==> src/osd_pkg.sv <==
package osd_pkg;
    localparam int unsigned CLK_HZ            = 100_000_000;
    // Byte addresses of the two registers on the APB port
    localparam logic [3:0]  ADDR_OSC_CTRL     = 4'h0;
    localparam logic [3:0]  ADDR_CLK_DIV      = 4'h4;
    // Unlock keys
    localparam logic [7:0]  KEY_HI_1          = 8'h78;
    localparam logic [7:0]  KEY_HI_2          = 8'h9a;
    localparam logic [7:0]  KEY_LO_1          = 8'h46;
    localparam logic [7:0]  KEY_LO_2          = 8'h57;
    // Oscillator control field positions
    localparam int unsigned CUR_LSB           = 12;
    localparam int unsigned NEW_LSB           = 8;
    localparam int unsigned CLOCK_SEL_LOCK_BIT       = 7;
    localparam int unsigned IO_LOCK_A_BIT        = 6;
    localparam int unsigned PLLLOCK_BIT       = 5;
    localparam int unsigned CF_BIT            = 3;
    localparam int unsigned PSLEEP_BIT        = 2;
    localparam int unsigned SECEN_BIT         = 1;
    localparam int unsigned SWREQ_BIT         = 0;
    // Clock divider field positions
    localparam int unsigned ROI_BIT           = 15;
    localparam int unsigned DOZE_LSB          = 12;
    localparam int unsigned DOZE_ENABLE_BIT         = 11;
    localparam int unsigned RC_POSTSCALER_LSB         = 8;
    localparam int unsigned USB_BRANCH_SYSCLK_DIV_LSB         = 6;
    localparam int unsigned PLL_ENABLE_BIT         = 5;
    localparam logic [15:0] CLK_DIV_RESET     = 16'h0100;
    localparam logic [15:0] CLK_DIV_WMASK     = 16'hffe0;
    // Source encodings
    localparam logic [2:0]  SRC_FRC           = 3'h0;
    localparam logic [2:0]  SRC_FRC_PLL       = 3'h1;
    localparam logic [2:0]  SRC_PRI           = 3'h2;
    localparam logic [2:0]  SRC_PRI_PLL       = 3'h3;
    localparam logic [2:0]  SRC_SEC           = 3'h4;
    localparam logic [2:0]  SRC_LOW_POWER_RC          = 3'h5;
    localparam logic [2:0]  SRC_RSVD          = 3'h6;
    localparam logic [2:0]  SRC_FRC_DIV       = 3'h7;
    localparam int unsigned SETTLE_CYCLES     = 10;
    localparam int unsigned CNT_W             = 4;
    typedef enum logic [1:0] {
        OSD_IDLE,
        OSD_WAIT_READY,
        OSD_SETTLE
    } osd_sw_state_t;
endpackage

==> src/osd_switch_fsm.sv <==
`timescale 1ns/1ps
module osd_switch_fsm
    import osd_pkg::*;
(
    input  wire logic       clock,
    input  wire logic       rst_n,
    input  wire logic       start,
    input  wire logic [2:0] new_src,
    input  wire logic [2:0] cur_src,
    input  wire logic       src_ready,
    input  wire logic       new_src_tick,
    output logic            valid_switch,
    output logic            abort,
    output logic            done
);
    osd_sw_state_t          state_reg;
    osd_sw_state_t          state_next;
    logic [CNT_W-1:0]       cnt_reg;
    logic [CNT_W-1:0]       cnt_next;
    wire                    same_src = (new_src == cur_src);
    wire                    last_tick = new_src_tick &&
        (cnt_reg == CNT_W'(SETTLE_CYCLES - 1));

    always_comb
    begin
        state_next   = state_reg;
        cnt_next     = cnt_reg;
        valid_switch = 1'b0;
        abort        = 1'b0;
        done         = 1'b0;
        case (state_reg)
            OSD_IDLE:
            begin
                if (start && same_src)
                    abort = 1'b1;
                else if (start)
                begin
                    valid_switch = 1'b1;
                    state_next   = OSD_WAIT_READY;
                end
            end
            OSD_WAIT_READY:
            begin
                cnt_next = '0;
                if (src_ready)
                    state_next = OSD_SETTLE;
            end
            OSD_SETTLE:
            begin
                if (last_tick)
                begin
                    done       = 1'b1;
                    state_next = OSD_IDLE;
                end
                else if (new_src_tick)
                    cnt_next = cnt_reg + 1'b1;
            end
            default:
                state_next = OSD_IDLE;
        endcase
    end

    always_ff @(posedge clock or negedge rst_n)
    begin
        if (!rst_n)
        begin
            state_reg <= OSD_IDLE;
            cnt_reg   <= '0;
        end
        else
        begin
            state_reg <= state_next;
            cnt_reg   <= cnt_next;
        end
    end
endmodule // osd_switch_fsm

==> src/osd_top.sv <==
// Contract
// [RULE1] Software clock switching allowed only when switch-mode cfg upper bit is zero.
// [RULE2] Fail-safe monitor active only when both switch-mode cfg bits are zero.
// [RULE3] Power-on source comes from the initial source cfg field.
// [RULE4] Unprogrammed device starts on divided fast RC, code 111.
// [RULE5] Read-only current-source field reports active clock; 110 reserved.
// [RULE6] Writable new-source field holds the requested next source.
// [RULE7] Reset loads new-source field from initial source cfg.
// [RULE8] Clock lock is set-only; locks selection only while monitor applies.
// [RULE9] I/O lock changes only after unlock; one-way cfg forbids clearing.
// [RULE10] PLL lock reads 1 when locked or timer expired, else 0. Code has no timer: reads 1 only when locked in a PLL mode with PLL enabled.
// [RULE11] PLL lock cleared on valid switch and in non-PLL modes.
// [RULE12] Clock-fail flag set by monitor, clear-only by software, resets 0. Code also clears it on a valid switch.
// [RULE13] Primary sleep enable keeps primary oscillator running in sleep.
// [RULE14] Secondary enable bit turns the 32 kHz oscillator on or off. Code keeps it on while SRC_SEC is the active source, whatever the bit.
// [RULE15] Writing switch request starts switch; hardware clears it when done.
// [RULE16] Recover-on-interrupt lets any interrupt clear doze enable.
// [RULE17] Doze ratio code n gives CPU to peripheral ratio 1:2^n.
// [RULE18] Doze ratio applies only while doze enable is set, else 1:1.
// [RULE19] RC postscaler divides fast RC by 1..64, code 111 by 256.
// [RULE20] USB-branch divider divides 32 MHz branch by 1, 2, 4, 8.
// [RULE21] Software avoids divide-by-4 and 8 while USB is enabled.
// [RULE22] PLL enable bit switches the 96 MHz PLL on or off.
// [RULE23] Byte writes need key pairs 78h,9Ah high and 46h,57h low.
// [RULE24] Same source aborts; else start, wait ready plus 10 clocks, switch.
// [RULE25] With switching disabled, request stays 0 and selection is fixed.
//
// Implementation choices: the address map and the APB interface to the registers.
`timescale 1ns/1ps
module osd_top
    import osd_pkg::*;
(
    input  wire logic        clock,
    input  wire logic        rst_n,
    input  wire logic        psel,
    input  wire logic        penable,
    input  wire logic        pwrite,
    input  wire logic [31:0] paddr,
    input  wire logic [31:0] pwdata,
    input  wire logic [3:0]  pstrb,
    output logic             pready,
    output logic [31:0]      prdata,
    output logic             pslverr,
    input  wire logic [1:0]  switch_monitor_cfg,
    input  wire logic [1:0]  primary_mode_cfg,
    input  wire logic [2:0]  initial_source_cfg,
    input  wire logic        io_lock_one_way_cfg,
    input  wire logic        pll_locked_pin,
    input  wire logic        osc_ready_pin,
    input  wire logic        new_src_clk_pin,
    input  wire logic        clock_failure_pin,
    input  wire logic        sleep_mode,
    input  wire logic        interrupt_event,
    input  wire logic        usb_enabled,
    output logic [2:0]       active_source,
    output logic             fail_safe_monitor,
    output logic             primary_osc_on,
    output logic             secondary_osc_on,
    output logic             pll_on,
    output logic             io_lock_a,
    output logic [2:0]       doze_ratio_log2,
    output logic [7:0]       rc_divisor_m1,
    output logic [2:0]       usb_branch_div_log2,
    output logic             usb_div_misuse
);
    logic [2:0]  cur_reg;
    logic [2:0]  new_reg;
    logic        clock_sel_lock_reg;
    logic        io_lock_a_reg;
    logic        plllock_reg;
    logic        cf_reg;
    logic        psleep_reg;
    logic        secen_reg;
    logic        swreq_reg;
    logic [15:0] div_reg;
    logic [1:0]  key_hi_reg;
    logic [1:0]  key_lo_reg;
    logic        init_reg;
    logic [2:0]  sync_a_reg;
    logic [2:0]  sync_b_reg;
    logic        tick_prev_reg;
    logic        valid_switch;
    logic        sw_abort;
    logic        sw_done;

    function automatic logic is_pll(input logic [2:0] s);
        return (s == SRC_PRI_PLL) || (s == SRC_FRC_PLL);
    endfunction

    // APB decode
    wire acc       = psel && penable;
    wire wr        = acc && pwrite;
    wire rd_setup  = psel && !penable && !pwrite;
    wire hit_osc   = (paddr[31:0] == {28'h0, ADDR_OSC_CTRL});
    wire hit_div   = (paddr[31:0] == {28'h0, ADDR_CLK_DIV});
    wire mapped    = hit_osc || hit_div;
    wire wr_osc    = wr && hit_osc;
    wire wr_div    = wr && hit_div;
    wire [7:0] wlo = pwdata[7:0];
    wire [7:0] whi = pwdata[15:8];
    wire lane_lo   = wr_osc && pstrb[0];
    wire lane_hi   = wr_osc && pstrb[1];

    // Unlock key tracking
    wire hi_key1   = lane_hi && (whi == KEY_HI_1);
    wire hi_key2   = lane_hi && (whi == KEY_HI_2) && key_hi_reg[0];
    wire hi_open   = key_hi_reg[1];
    wire lo_key1   = lane_lo && (wlo == KEY_LO_1);
    wire lo_key2   = lane_lo && (wlo == KEY_LO_2) && key_lo_reg[0];
    wire lo_open   = key_lo_reg[1];
    wire hi_write  = lane_hi && hi_open; // RULE23
    wire lo_write  = lane_lo && lo_open; // RULE23

    // Configuration decode
    wire sw_enable = !switch_monitor_cfg[1]; // RULE1
    assign fail_safe_monitor = (switch_monitor_cfg == 2'b00); // RULE2
    wire sel_locked = clock_sel_lock_reg && fail_safe_monitor; // RULE8

    // Synchronised pins: [0]=pll lock [1]=osc ready [2]=new clk
    wire [2:0] pins_async = {new_src_clk_pin, osc_ready_pin,
                             pll_locked_pin};
    wire pll_lock_s = sync_b_reg[0];
    wire osc_rdy_s  = sync_b_reg[1];
    wire tick       = sync_b_reg[2] && !tick_prev_reg;
    wire fail_s;
    logic [1:0] fail_sync_reg;
    assign fail_s = fail_sync_reg[1];

    wire src_ready = is_pll(new_reg) ? (pll_lock_s && div_reg[PLL_ENABLE_BIT])
                                     : osc_rdy_s;
    wire start = swreq_reg && sw_enable && !sel_locked;

    osd_switch_fsm u_fsm (
        .clock        (clock),
        .rst_n        (rst_n),
        .start        (start),
        .new_src      (new_reg),
        .cur_src      (cur_reg),
        .src_ready    (src_ready),
        .new_src_tick (tick),
        .valid_switch (valid_switch),
        .abort        (sw_abort),
        .done         (sw_done)
    ); // RULE24

    // Register images
    wire [15:0] osc_image = {1'b0, cur_reg, 1'b0, new_reg, clock_sel_lock_reg,
                             io_lock_a_reg, plllock_reg, 1'b0, cf_reg,
                             psleep_reg, secen_reg, swreq_reg};
    wire [15:0] rd_sel = hit_osc ? osc_image :
                         hit_div ? div_reg : 16'h0000;

    always_ff @(posedge clock or negedge rst_n)
    begin
        if (!rst_n)
        begin
            sync_a_reg    <= '0;
            sync_b_reg    <= '0;
            fail_sync_reg <= '0;
            tick_prev_reg <= 1'b0;
        end
        else
        begin
            sync_a_reg    <= pins_async;
            sync_b_reg    <= sync_a_reg;
            fail_sync_reg <= {fail_sync_reg[0], clock_failure_pin};
            tick_prev_reg <= sync_b_reg[2];
        end
    end

    // Key sequence: second key must be the next write to the same byte lane after the first
    always_ff @(posedge clock or negedge rst_n)
    begin
        if (!rst_n)
        begin
            key_hi_reg <= 2'b00;
            key_lo_reg <= 2'b00;
        end
        else
        begin
            if (lane_hi)
                key_hi_reg <= {hi_key2, hi_key1 && !hi_open}; // RULE23
            if (lane_lo)
                key_lo_reg <= {lo_key2, lo_key1 && !lo_open}; // RULE23
        end
    end

    // Strap capture after reset release
    always_ff @(posedge clock or negedge rst_n)
    begin
        if (!rst_n)
        begin
            init_reg <= 1'b1;
            cur_reg  <= SRC_FRC_DIV; // RULE4
            new_reg  <= SRC_FRC_DIV;
        end
        else if (init_reg)
        begin
            init_reg <= 1'b0;
            cur_reg  <= initial_source_cfg; // RULE3 RULE5
            new_reg  <= initial_source_cfg; // RULE7
        end
        else
        begin
            if (sw_done)
                cur_reg <= new_reg; // RULE24 RULE5
            if (hi_write && !sel_locked)
                new_reg <= whi[NEW_LSB-8 +: 3]; // RULE6
        end
    end

    always_ff @(posedge clock or negedge rst_n)
    begin
        if (!rst_n)
        begin
            clock_sel_lock_reg <= 1'b0;
            io_lock_a_reg  <= 1'b0;
            cf_reg      <= 1'b0; // RULE12
            psleep_reg  <= 1'b0;
            secen_reg   <= 1'b0;
            swreq_reg   <= 1'b0;
            plllock_reg <= 1'b0;
        end
        else
        begin
            if (lo_write && wlo[CLOCK_SEL_LOCK_BIT])
                clock_sel_lock_reg <= 1'b1; // RULE8
            if (lo_write && (wlo[IO_LOCK_A_BIT] ||
                !(io_lock_one_way_cfg && io_lock_a_reg)))
                io_lock_a_reg <= wlo[IO_LOCK_A_BIT]; // RULE9
            if (fail_safe_monitor && fail_s)
                cf_reg <= 1'b1; // RULE12
            else if (valid_switch ||
                     (lo_write && !wlo[CF_BIT]))
                cf_reg <= 1'b0; // RULE12
            if (lo_write)
            begin
                psleep_reg <= wlo[PSLEEP_BIT];
                secen_reg  <= wlo[SECEN_BIT];
            end
            if (!sw_enable)
                swreq_reg <= 1'b0; // RULE25
            else if (sw_done || sw_abort)
                swreq_reg <= 1'b0; // RULE15
            else if (lo_write && wlo[SWREQ_BIT])
                swreq_reg <= 1'b1; // RULE15
            plllock_reg <= !valid_switch && is_pll(cur_reg) &&
                           div_reg[PLL_ENABLE_BIT] && pll_lock_s; // RULE10 RULE11
        end
    end

    // Clock divider register
    always_ff @(posedge clock or negedge rst_n)
    begin
        if (!rst_n)
            div_reg <= CLK_DIV_RESET;
        else
        begin
            if (wr_div)
            begin
                if (pstrb[0])
                    div_reg[7:0] <= pwdata[7:0] & CLK_DIV_WMASK[7:0];
                if (pstrb[1])
                    div_reg[15:8] <= pwdata[15:8];
            end
            if (interrupt_event && div_reg[ROI_BIT])
                div_reg[DOZE_ENABLE_BIT] <= 1'b0; // RULE16
        end
    end

    always_ff @(posedge clock or negedge rst_n)
    begin
        if (!rst_n)
            prdata <= 32'h0000_0000;
        else if (rd_setup)
            prdata <= {16'h0000, rd_sel};
    end

    assign pready  = 1'b1;
    assign pslverr = acc && !mapped;

    // Clock tree controls
    assign active_source    = cur_reg;
    assign primary_osc_on   = (is_pll(cur_reg) || cur_reg == SRC_PRI) &&
                              (!sleep_mode || psleep_reg); // RULE13
    assign secondary_osc_on = secen_reg || cur_reg == SRC_SEC; // RULE14
    assign pll_on           = div_reg[PLL_ENABLE_BIT]; // RULE22
    assign io_lock_a        = io_lock_a_reg;
    assign doze_ratio_log2  = div_reg[DOZE_ENABLE_BIT] ?
                              div_reg[DOZE_LSB +: 3] : 3'h0; // RULE17 RULE18
    wire [2:0] rc_code      = div_reg[RC_POSTSCALER_LSB +: 3];
    assign rc_divisor_m1    = (rc_code == 3'h7) ? 8'hff :
                              8'((9'h001 << rc_code) - 9'h001); // RULE19
    assign usb_branch_div_log2 = {1'b0, div_reg[USB_BRANCH_SYSCLK_DIV_LSB +: 2]}; // RULE20
    assign usb_div_misuse   = usb_enabled &&
                              div_reg[USB_BRANCH_SYSCLK_DIV_LSB + 1]; // RULE21
endmodule // osd_top
==> config.mk <==
export PLATFORM = sky130hd
export DESIGN_NAME = osd_top
export DESIGN_NICKNAME = d
export VERILOG_FILES = /design/src/osd_pkg.sv /design/src/osd_switch_fsm.sv /design/src/osd_top.sv
export SDC_FILE = /design/constraint.sdc
export NUM_CORES = 1
export LEC_CHECK = 0
export ABC_AREA = 1
export BUFFER_PORTS_ARGS = -buffer_cell sky130_fd_sc_hd__buf_4
export CORE_AREA = 4 4 107 109
export DETAILED_ROUTE_END_ITERATION = 8
export DIE_AREA = 0 0 111 113
export PLACE_DENSITY = 0.56
export SKIP_LAST_GASP = 1
export SLEW_MARGIN = 10
export SYNTH_ARGS = -nofsm -noshare
export SYNTH_HDL_FRONTEND = slang
export SYNTH_SLANG_ARGS = --single-unit
==> constraint.sdc <==
create_clock -name clock -period 1.9 [get_ports clock]
set_input_delay 0.095 -clock clock [delete_from_list [all_inputs] [get_ports clock]]
set_output_delay 0.095 -clock clock [all_outputs]
set_load 0.01 [all_outputs]
; ---- Word level (Yosys, flattened, before mapping)
; Index checks and enable logic that the tools add are counted.
[classes]
muxes = 33
n_reduce_logical = 75
n_addsub = 2
shifts = 1
eq_ne = 22
[op_table]
columns = cell, count
row1 = $logic_and 1x1->1, 39
row2 = $eq 32x3->1 const B, 1
row3 = $logic_not 32->1, 1
row4 = $mux 16, 2
row5 = $eq 8x7->1 const B, 3
row6 = $mux 8, 2
row7 = $mux 3, 5
row8 = $mux 1, 14
row9 = $logic_not 1->1, 12
row10 = $mux 12, 1
row11 = $mux 4, 3
row12 = $reduce_bool 2->1, 6
row13 = $eq 3x2->1 const B, 3
row14 = $logic_or 1x1->1, 9
row15 = $eq 8x8->1 const B, 1
row16 = $mux 2, 4
row17 = $pmux 4 s2, 1
row18 = $shl 1x3->8 const A, 1
row19 = $sub 8x1->8 const B, 1
row20 = $eq 3x1->1 const B, 2
row21 = $eq 3x3->1 const B, 2
row22 = $ne 2x1->1 const B, 3
row23 = $ne 2x2->1 const B, 3
row24 = $pmux 2 s3, 1
row25 = other kinds (10), 13
[totals]
in_bits = 88
regBits = 60
elab_cells = 155
out_inout_bits = 57

; ---- Logic depth before layout (Yosys ltp)
[depth]
ltp_word = 11
depth_mapped = 10

; ---- By module
; Synthesis repeated with hierarchy kept, for this count alone.
[hier_totals]
hier_cells = 387
hier_area_um2 = 3135.5
[by_module_without_submodules]
columns = module, cells_each, instances, area_per_inst_um2
row1 = osd_top, 321, 1, 2686.3
row2 = osd_switch_fsm, 66, 1, 449.2

; ---- Least setup slack after synthesis
; No wires, ideal clock.
[synth_path]
path_kind = register -> register
startpoint = reg cur_reg[0] (netlist: active_source[0])
endpoint = reg plllock_reg
t_required_ns = 1.812
slack_ns = 0.620
arrival_ns = 1.192
period_less_slack_ns = 1.280
stages_incl_launch_ff = 6
setup_ns = 0.088
path_cell_list = dfstp_2 -> inv_1 -> nand2_1 -> nand4_1 -> o21ai_0 -> nor3b_1
[synth_via]
elab_chain_cells = 8
elab_cells_between_ends = 11
classes_between = eq/ne (3) / mux (2) / reduce/logical (6)
[synth_lines]
columns = item, line_no
row1 = from (decl), osd_top.sv:66  ; logic [2:0] cur_reg;
row2 = from (signal assigned), osd_top.sv:200  ; cur_reg <= initial_source_cfg;
row3 = from (signal assigned), osd_top.sv:206  ; cur_reg <= new_reg;
row4 = $eq 3x3->1, osd_switch_fsm.sv:20  ; wire same_src = (new_src == cur_src);
row5 = $logic_and 1x1->1, osd_switch_fsm.sv:34  ; if (start && same_src)
row6 = $mux 1, osd_switch_fsm.sv:34
row7 = $mux 1, osd_switch_fsm.sv:31  ; case (state_reg)
row8 = $logic_not 1->1, osd_top.sv:247  ; plllock_reg <= !valid_switch && is_pll(cur_reg) &&
row9 = $logic_and 1x1->1 * (2 in series), osd_top.sv:247
row10 = $logic_and 1x1->1 *, osd_top.sv:248  ; div_reg[PLL_ENABLE_BIT] && pll_lock_s;
row11 = to (signal assigned), osd_top.sv:247
row12 = to (decl), osd_top.sv:70  ; logic plllock_reg;
; Every way passes the cells marked *; elsewhere a longest branch is shown, timed or not.
; A chain may end at the register's enable or synchronous reset.

; ---- Worst setup path in the final report
[layout_path]
startpoint = in paddr[15]
endpoint = reg io_lock_a_reg (netlist: io_lock_a)
[layout_via]
elab_chain_cells = 5
[layout_lines]
columns = item, line_no
row1 = from (decl), osd_top.sv:38  ; input wire logic [31:0] paddr,
row2 = $logic_not 32->1, osd_top.sv:94  ; wire hit_osc = (paddr[31:0] == {28'h0, ADDR_OSC_CTRL});
row3 = $logic_and 1x1->1, osd_top.sv:97  ; wire wr_osc = wr && hit_osc;
row4 = $logic_and 1x1->1, osd_top.sv:101  ; wire lane_lo = wr_osc && pstrb[0];
row5 = $logic_and 1x1->1, osd_top.sv:112  ; wire lo_write = lane_lo && lo_open;
row6 = $logic_and 1x1->1, osd_top.sv:228  ; if (lo_write && (wlo[IO_LOCK_A_BIT] ||
row7 = to (signal assigned), osd_top.sv:230  ; io_lock_a_reg <= wlo[IO_LOCK_A_BIT];
row8 = to (decl), osd_top.sv:69  ; logic io_lock_a_reg;
; No other way between the ends.

==> results.json <==
{
  "routed_wl_um": 8268,
  "dieArea_um2": 12540,
  "grt_overflow": 0,
  "ctsLongestPathBuffers": 2,
  "finalNetCount": 572,
  "syn_inst": 361,
  "drtPass1Iterations": 4,
  "yosys_warnings": 0,
  "r2r-end": "plllock_reg",
  "required_ns": 2.11,
  "r2r-start": "active_source[2]",
  "endpoint": "io_lock_a",
  "die_w_um": 111,
  "cts_tree": "built",
  "min_path_type": "in -> reg",
  "cp-start-kind": "input pin",
  "p_per_area_nw_per_um2": 708.8,
  "end_kind": "flop",
  "cts_sinks": 59,
  "largest_reg_flops": 15,
  "final_common_cell": "buf_4",
  "p_leak_nw": 2.153,
  "total_power_mw": 3.004,
  "io_pins": 145,
  "antennaDiodeCount": 0,
  "hold_start": "switch_monitor_cfg[1]",
  "place.gp.congestion": 0.8133,
  "row_count": 38,
  "global_route.usage.total": 0.1356,
  "hold_viol": 0,
  "cp-startpoint": "paddr[15]",
  "layout-drive-gt1-share": 0.3101,
  "area_growth_pct": 37.96,
  "drc": 0,
  "async_reset_ff_frac": 1.000,
  "period_share": 0.9044,
  "rsz0062_at_grt": "false",
  "status": "finished, final reports clean",
  "ir_worst_vdd_mv": 0.3065,
  "ys.flop_type": "dfrtp_1",
  "tightest_slew_ns": 0.7570,
  "tns_ns": 0,
  "synth_seq_cells": 59,
  "rrSetupSlack_ns": 0.43,
  "avgRoutedWirePerCell_um": 13.19,
  "drt_iter0_drc": 87,
  "fin_skew_ns": 0.008099,
  "htreeDepth": 3,
  "setup_violations": 0,
  "ys_types": 40,
  "dp_hpwl_um": 6262,
  "core_area_um2": 10600,
  "drv_slew": 0,
  "ant_nets": 0,
  "root_buffer": "clkbuf_8",
  "worst-setup-path-type": "in -> reg",
  "numCtsBuffers": 9,
  "synth_edf_count": 0,
  "clk_latency_ns": 0.33,
  "port_buffers": 105,
  "synth_area_per_cell_um2": 8.509,
  "grt_pass1_vias": 2834,
  "slew_headroom": 0.4953,
  "via_per_inst": 4.372,
  "grt_pass1_wl_um": 13740,
  "fmax_mhz": 582.0,
  "path_clk_slew_ns": 0.07,
  "rr_worst_depth": 5,
  "die_h_um": 113,
  "synth_area_um2": 3072,
  "layout_common_cells": "buf_4 (107), nand2_1 (84), dfrtp_1 (51)",
  "cp_max_fo": 17,
  "worstPathArrival_ns": 1.93,
  "grt_max_degree": 60,
  "antenna_found_initial": 0,
  "fin_util": 0.3997,
  "route.vias.total": 2741,
  "start_util": 0.2897,
  "hold-path-cell-count": 4,
  "yosysSeqAreaShare": 0.4839,
  "max-cap-violations": 0,
  "min_period_ns": 1.718,
  "cts_setup_buffers": 0
}
synthesized netlist by cell type (4+ instances only):
library cell / n / area share
o31ai_1: 7 / 0.017
nor3_1: 4 / 0.0065
a21oi_1: 12 / 0.020
nor2_1: 43 / 0.053
inv_1: 36 / 0.044
o21ai_1: 5 / 0.0081
o21ai_2: 6 / 0.017
buf_4: 23 / 0.056
o21ai_0: 7 / 0.011
a2bb2oi_1: 9 / 0.026
nand2_1: 84 / 0.10
dfrtp_1: 51 / 0.42
nand3_1: 24 / 0.039
nand4_1: 7 / 0.014
dfstp_2: 8 / 0.068
metal layers:
metal,wire (um),GRT usage
met1,3567,0.1629
met2,3998,0.2310
met3,513,0.03262
met4,188,0.06158
met5,0,0
layout make-up:
class                      count  area [um2]
multi-input combinational    253        1305
clock inverter                 3       21.27
fill                        1090        6365
sequential                    59        1486
clock buffer                  13       168.9
timing repair buffer         120       933.4
tap                          140       175.2
inverter                      39       147.6
worst min-delay path by stage:
| stage | to |
|---|---|
| CTS | div_reg[12] |
| floorplan | cf_reg |
| global route | div_reg[15] |
| detailed placement | sync_a_reg[2] |
| global placement | sync_a_reg[2] |
| finish | swreq_reg |
power breakdown:
part	total, mW	internal (mW)	switching, mW
logic	0.476	0.244	0.233
registers	1.43	1.35	0.0739
clock network	1.10	0.582	0.520
per-stage QoR:
| stage | setup WS (ns) | instance area [um2] | hold slack (ns) | instances |
|---|---|---|---|---|
| after floorplan | 0.6202 | 3139 | -0.2006 | 379 |
| after global routing | 0.03655 | 4238 | 0.02652 | 627 |
| after detailed placement | 0.3639 | 3918 | 0.2056 | 598 |
| after CTS | 0.1876 | 4238 | 0.006266 | 627 |
| final | 0.1816 | 4238 | 0.02134 | 627 |
| after global placement | 0.3561 | 3918 | 0.2047 | 598 |
kinds of logic after synthesis:
group,Yosys count,share of synthesized area
mux,1,0.003259
compound gates,53,0.1169
simple gates,174,0.2635
xor+xnor,3,0.008556
other cells,2,0.002445
flops,59,0.4839
fa+ha+maj,2,0.008145
buf+inv,67,0.1132
timing repair:
action,4_1_cts,5_1_grt
endpoints found under the hold margin,62,0
hold buffers,13,0
gates resized for setup,0,0
critical path: stages:
cell and delay [ns]:
buf_4 0.11, nor2_1 0.10, nand2_1 0.06, nor2_1 0.14, nand2_1 0.14, nor2_8 0.32
nand4_4 0.21, o21ai_1 0.17, nand2_1 0.06, dlygate4sd3_1 0.54
Power figures use the tool's default switching activity.
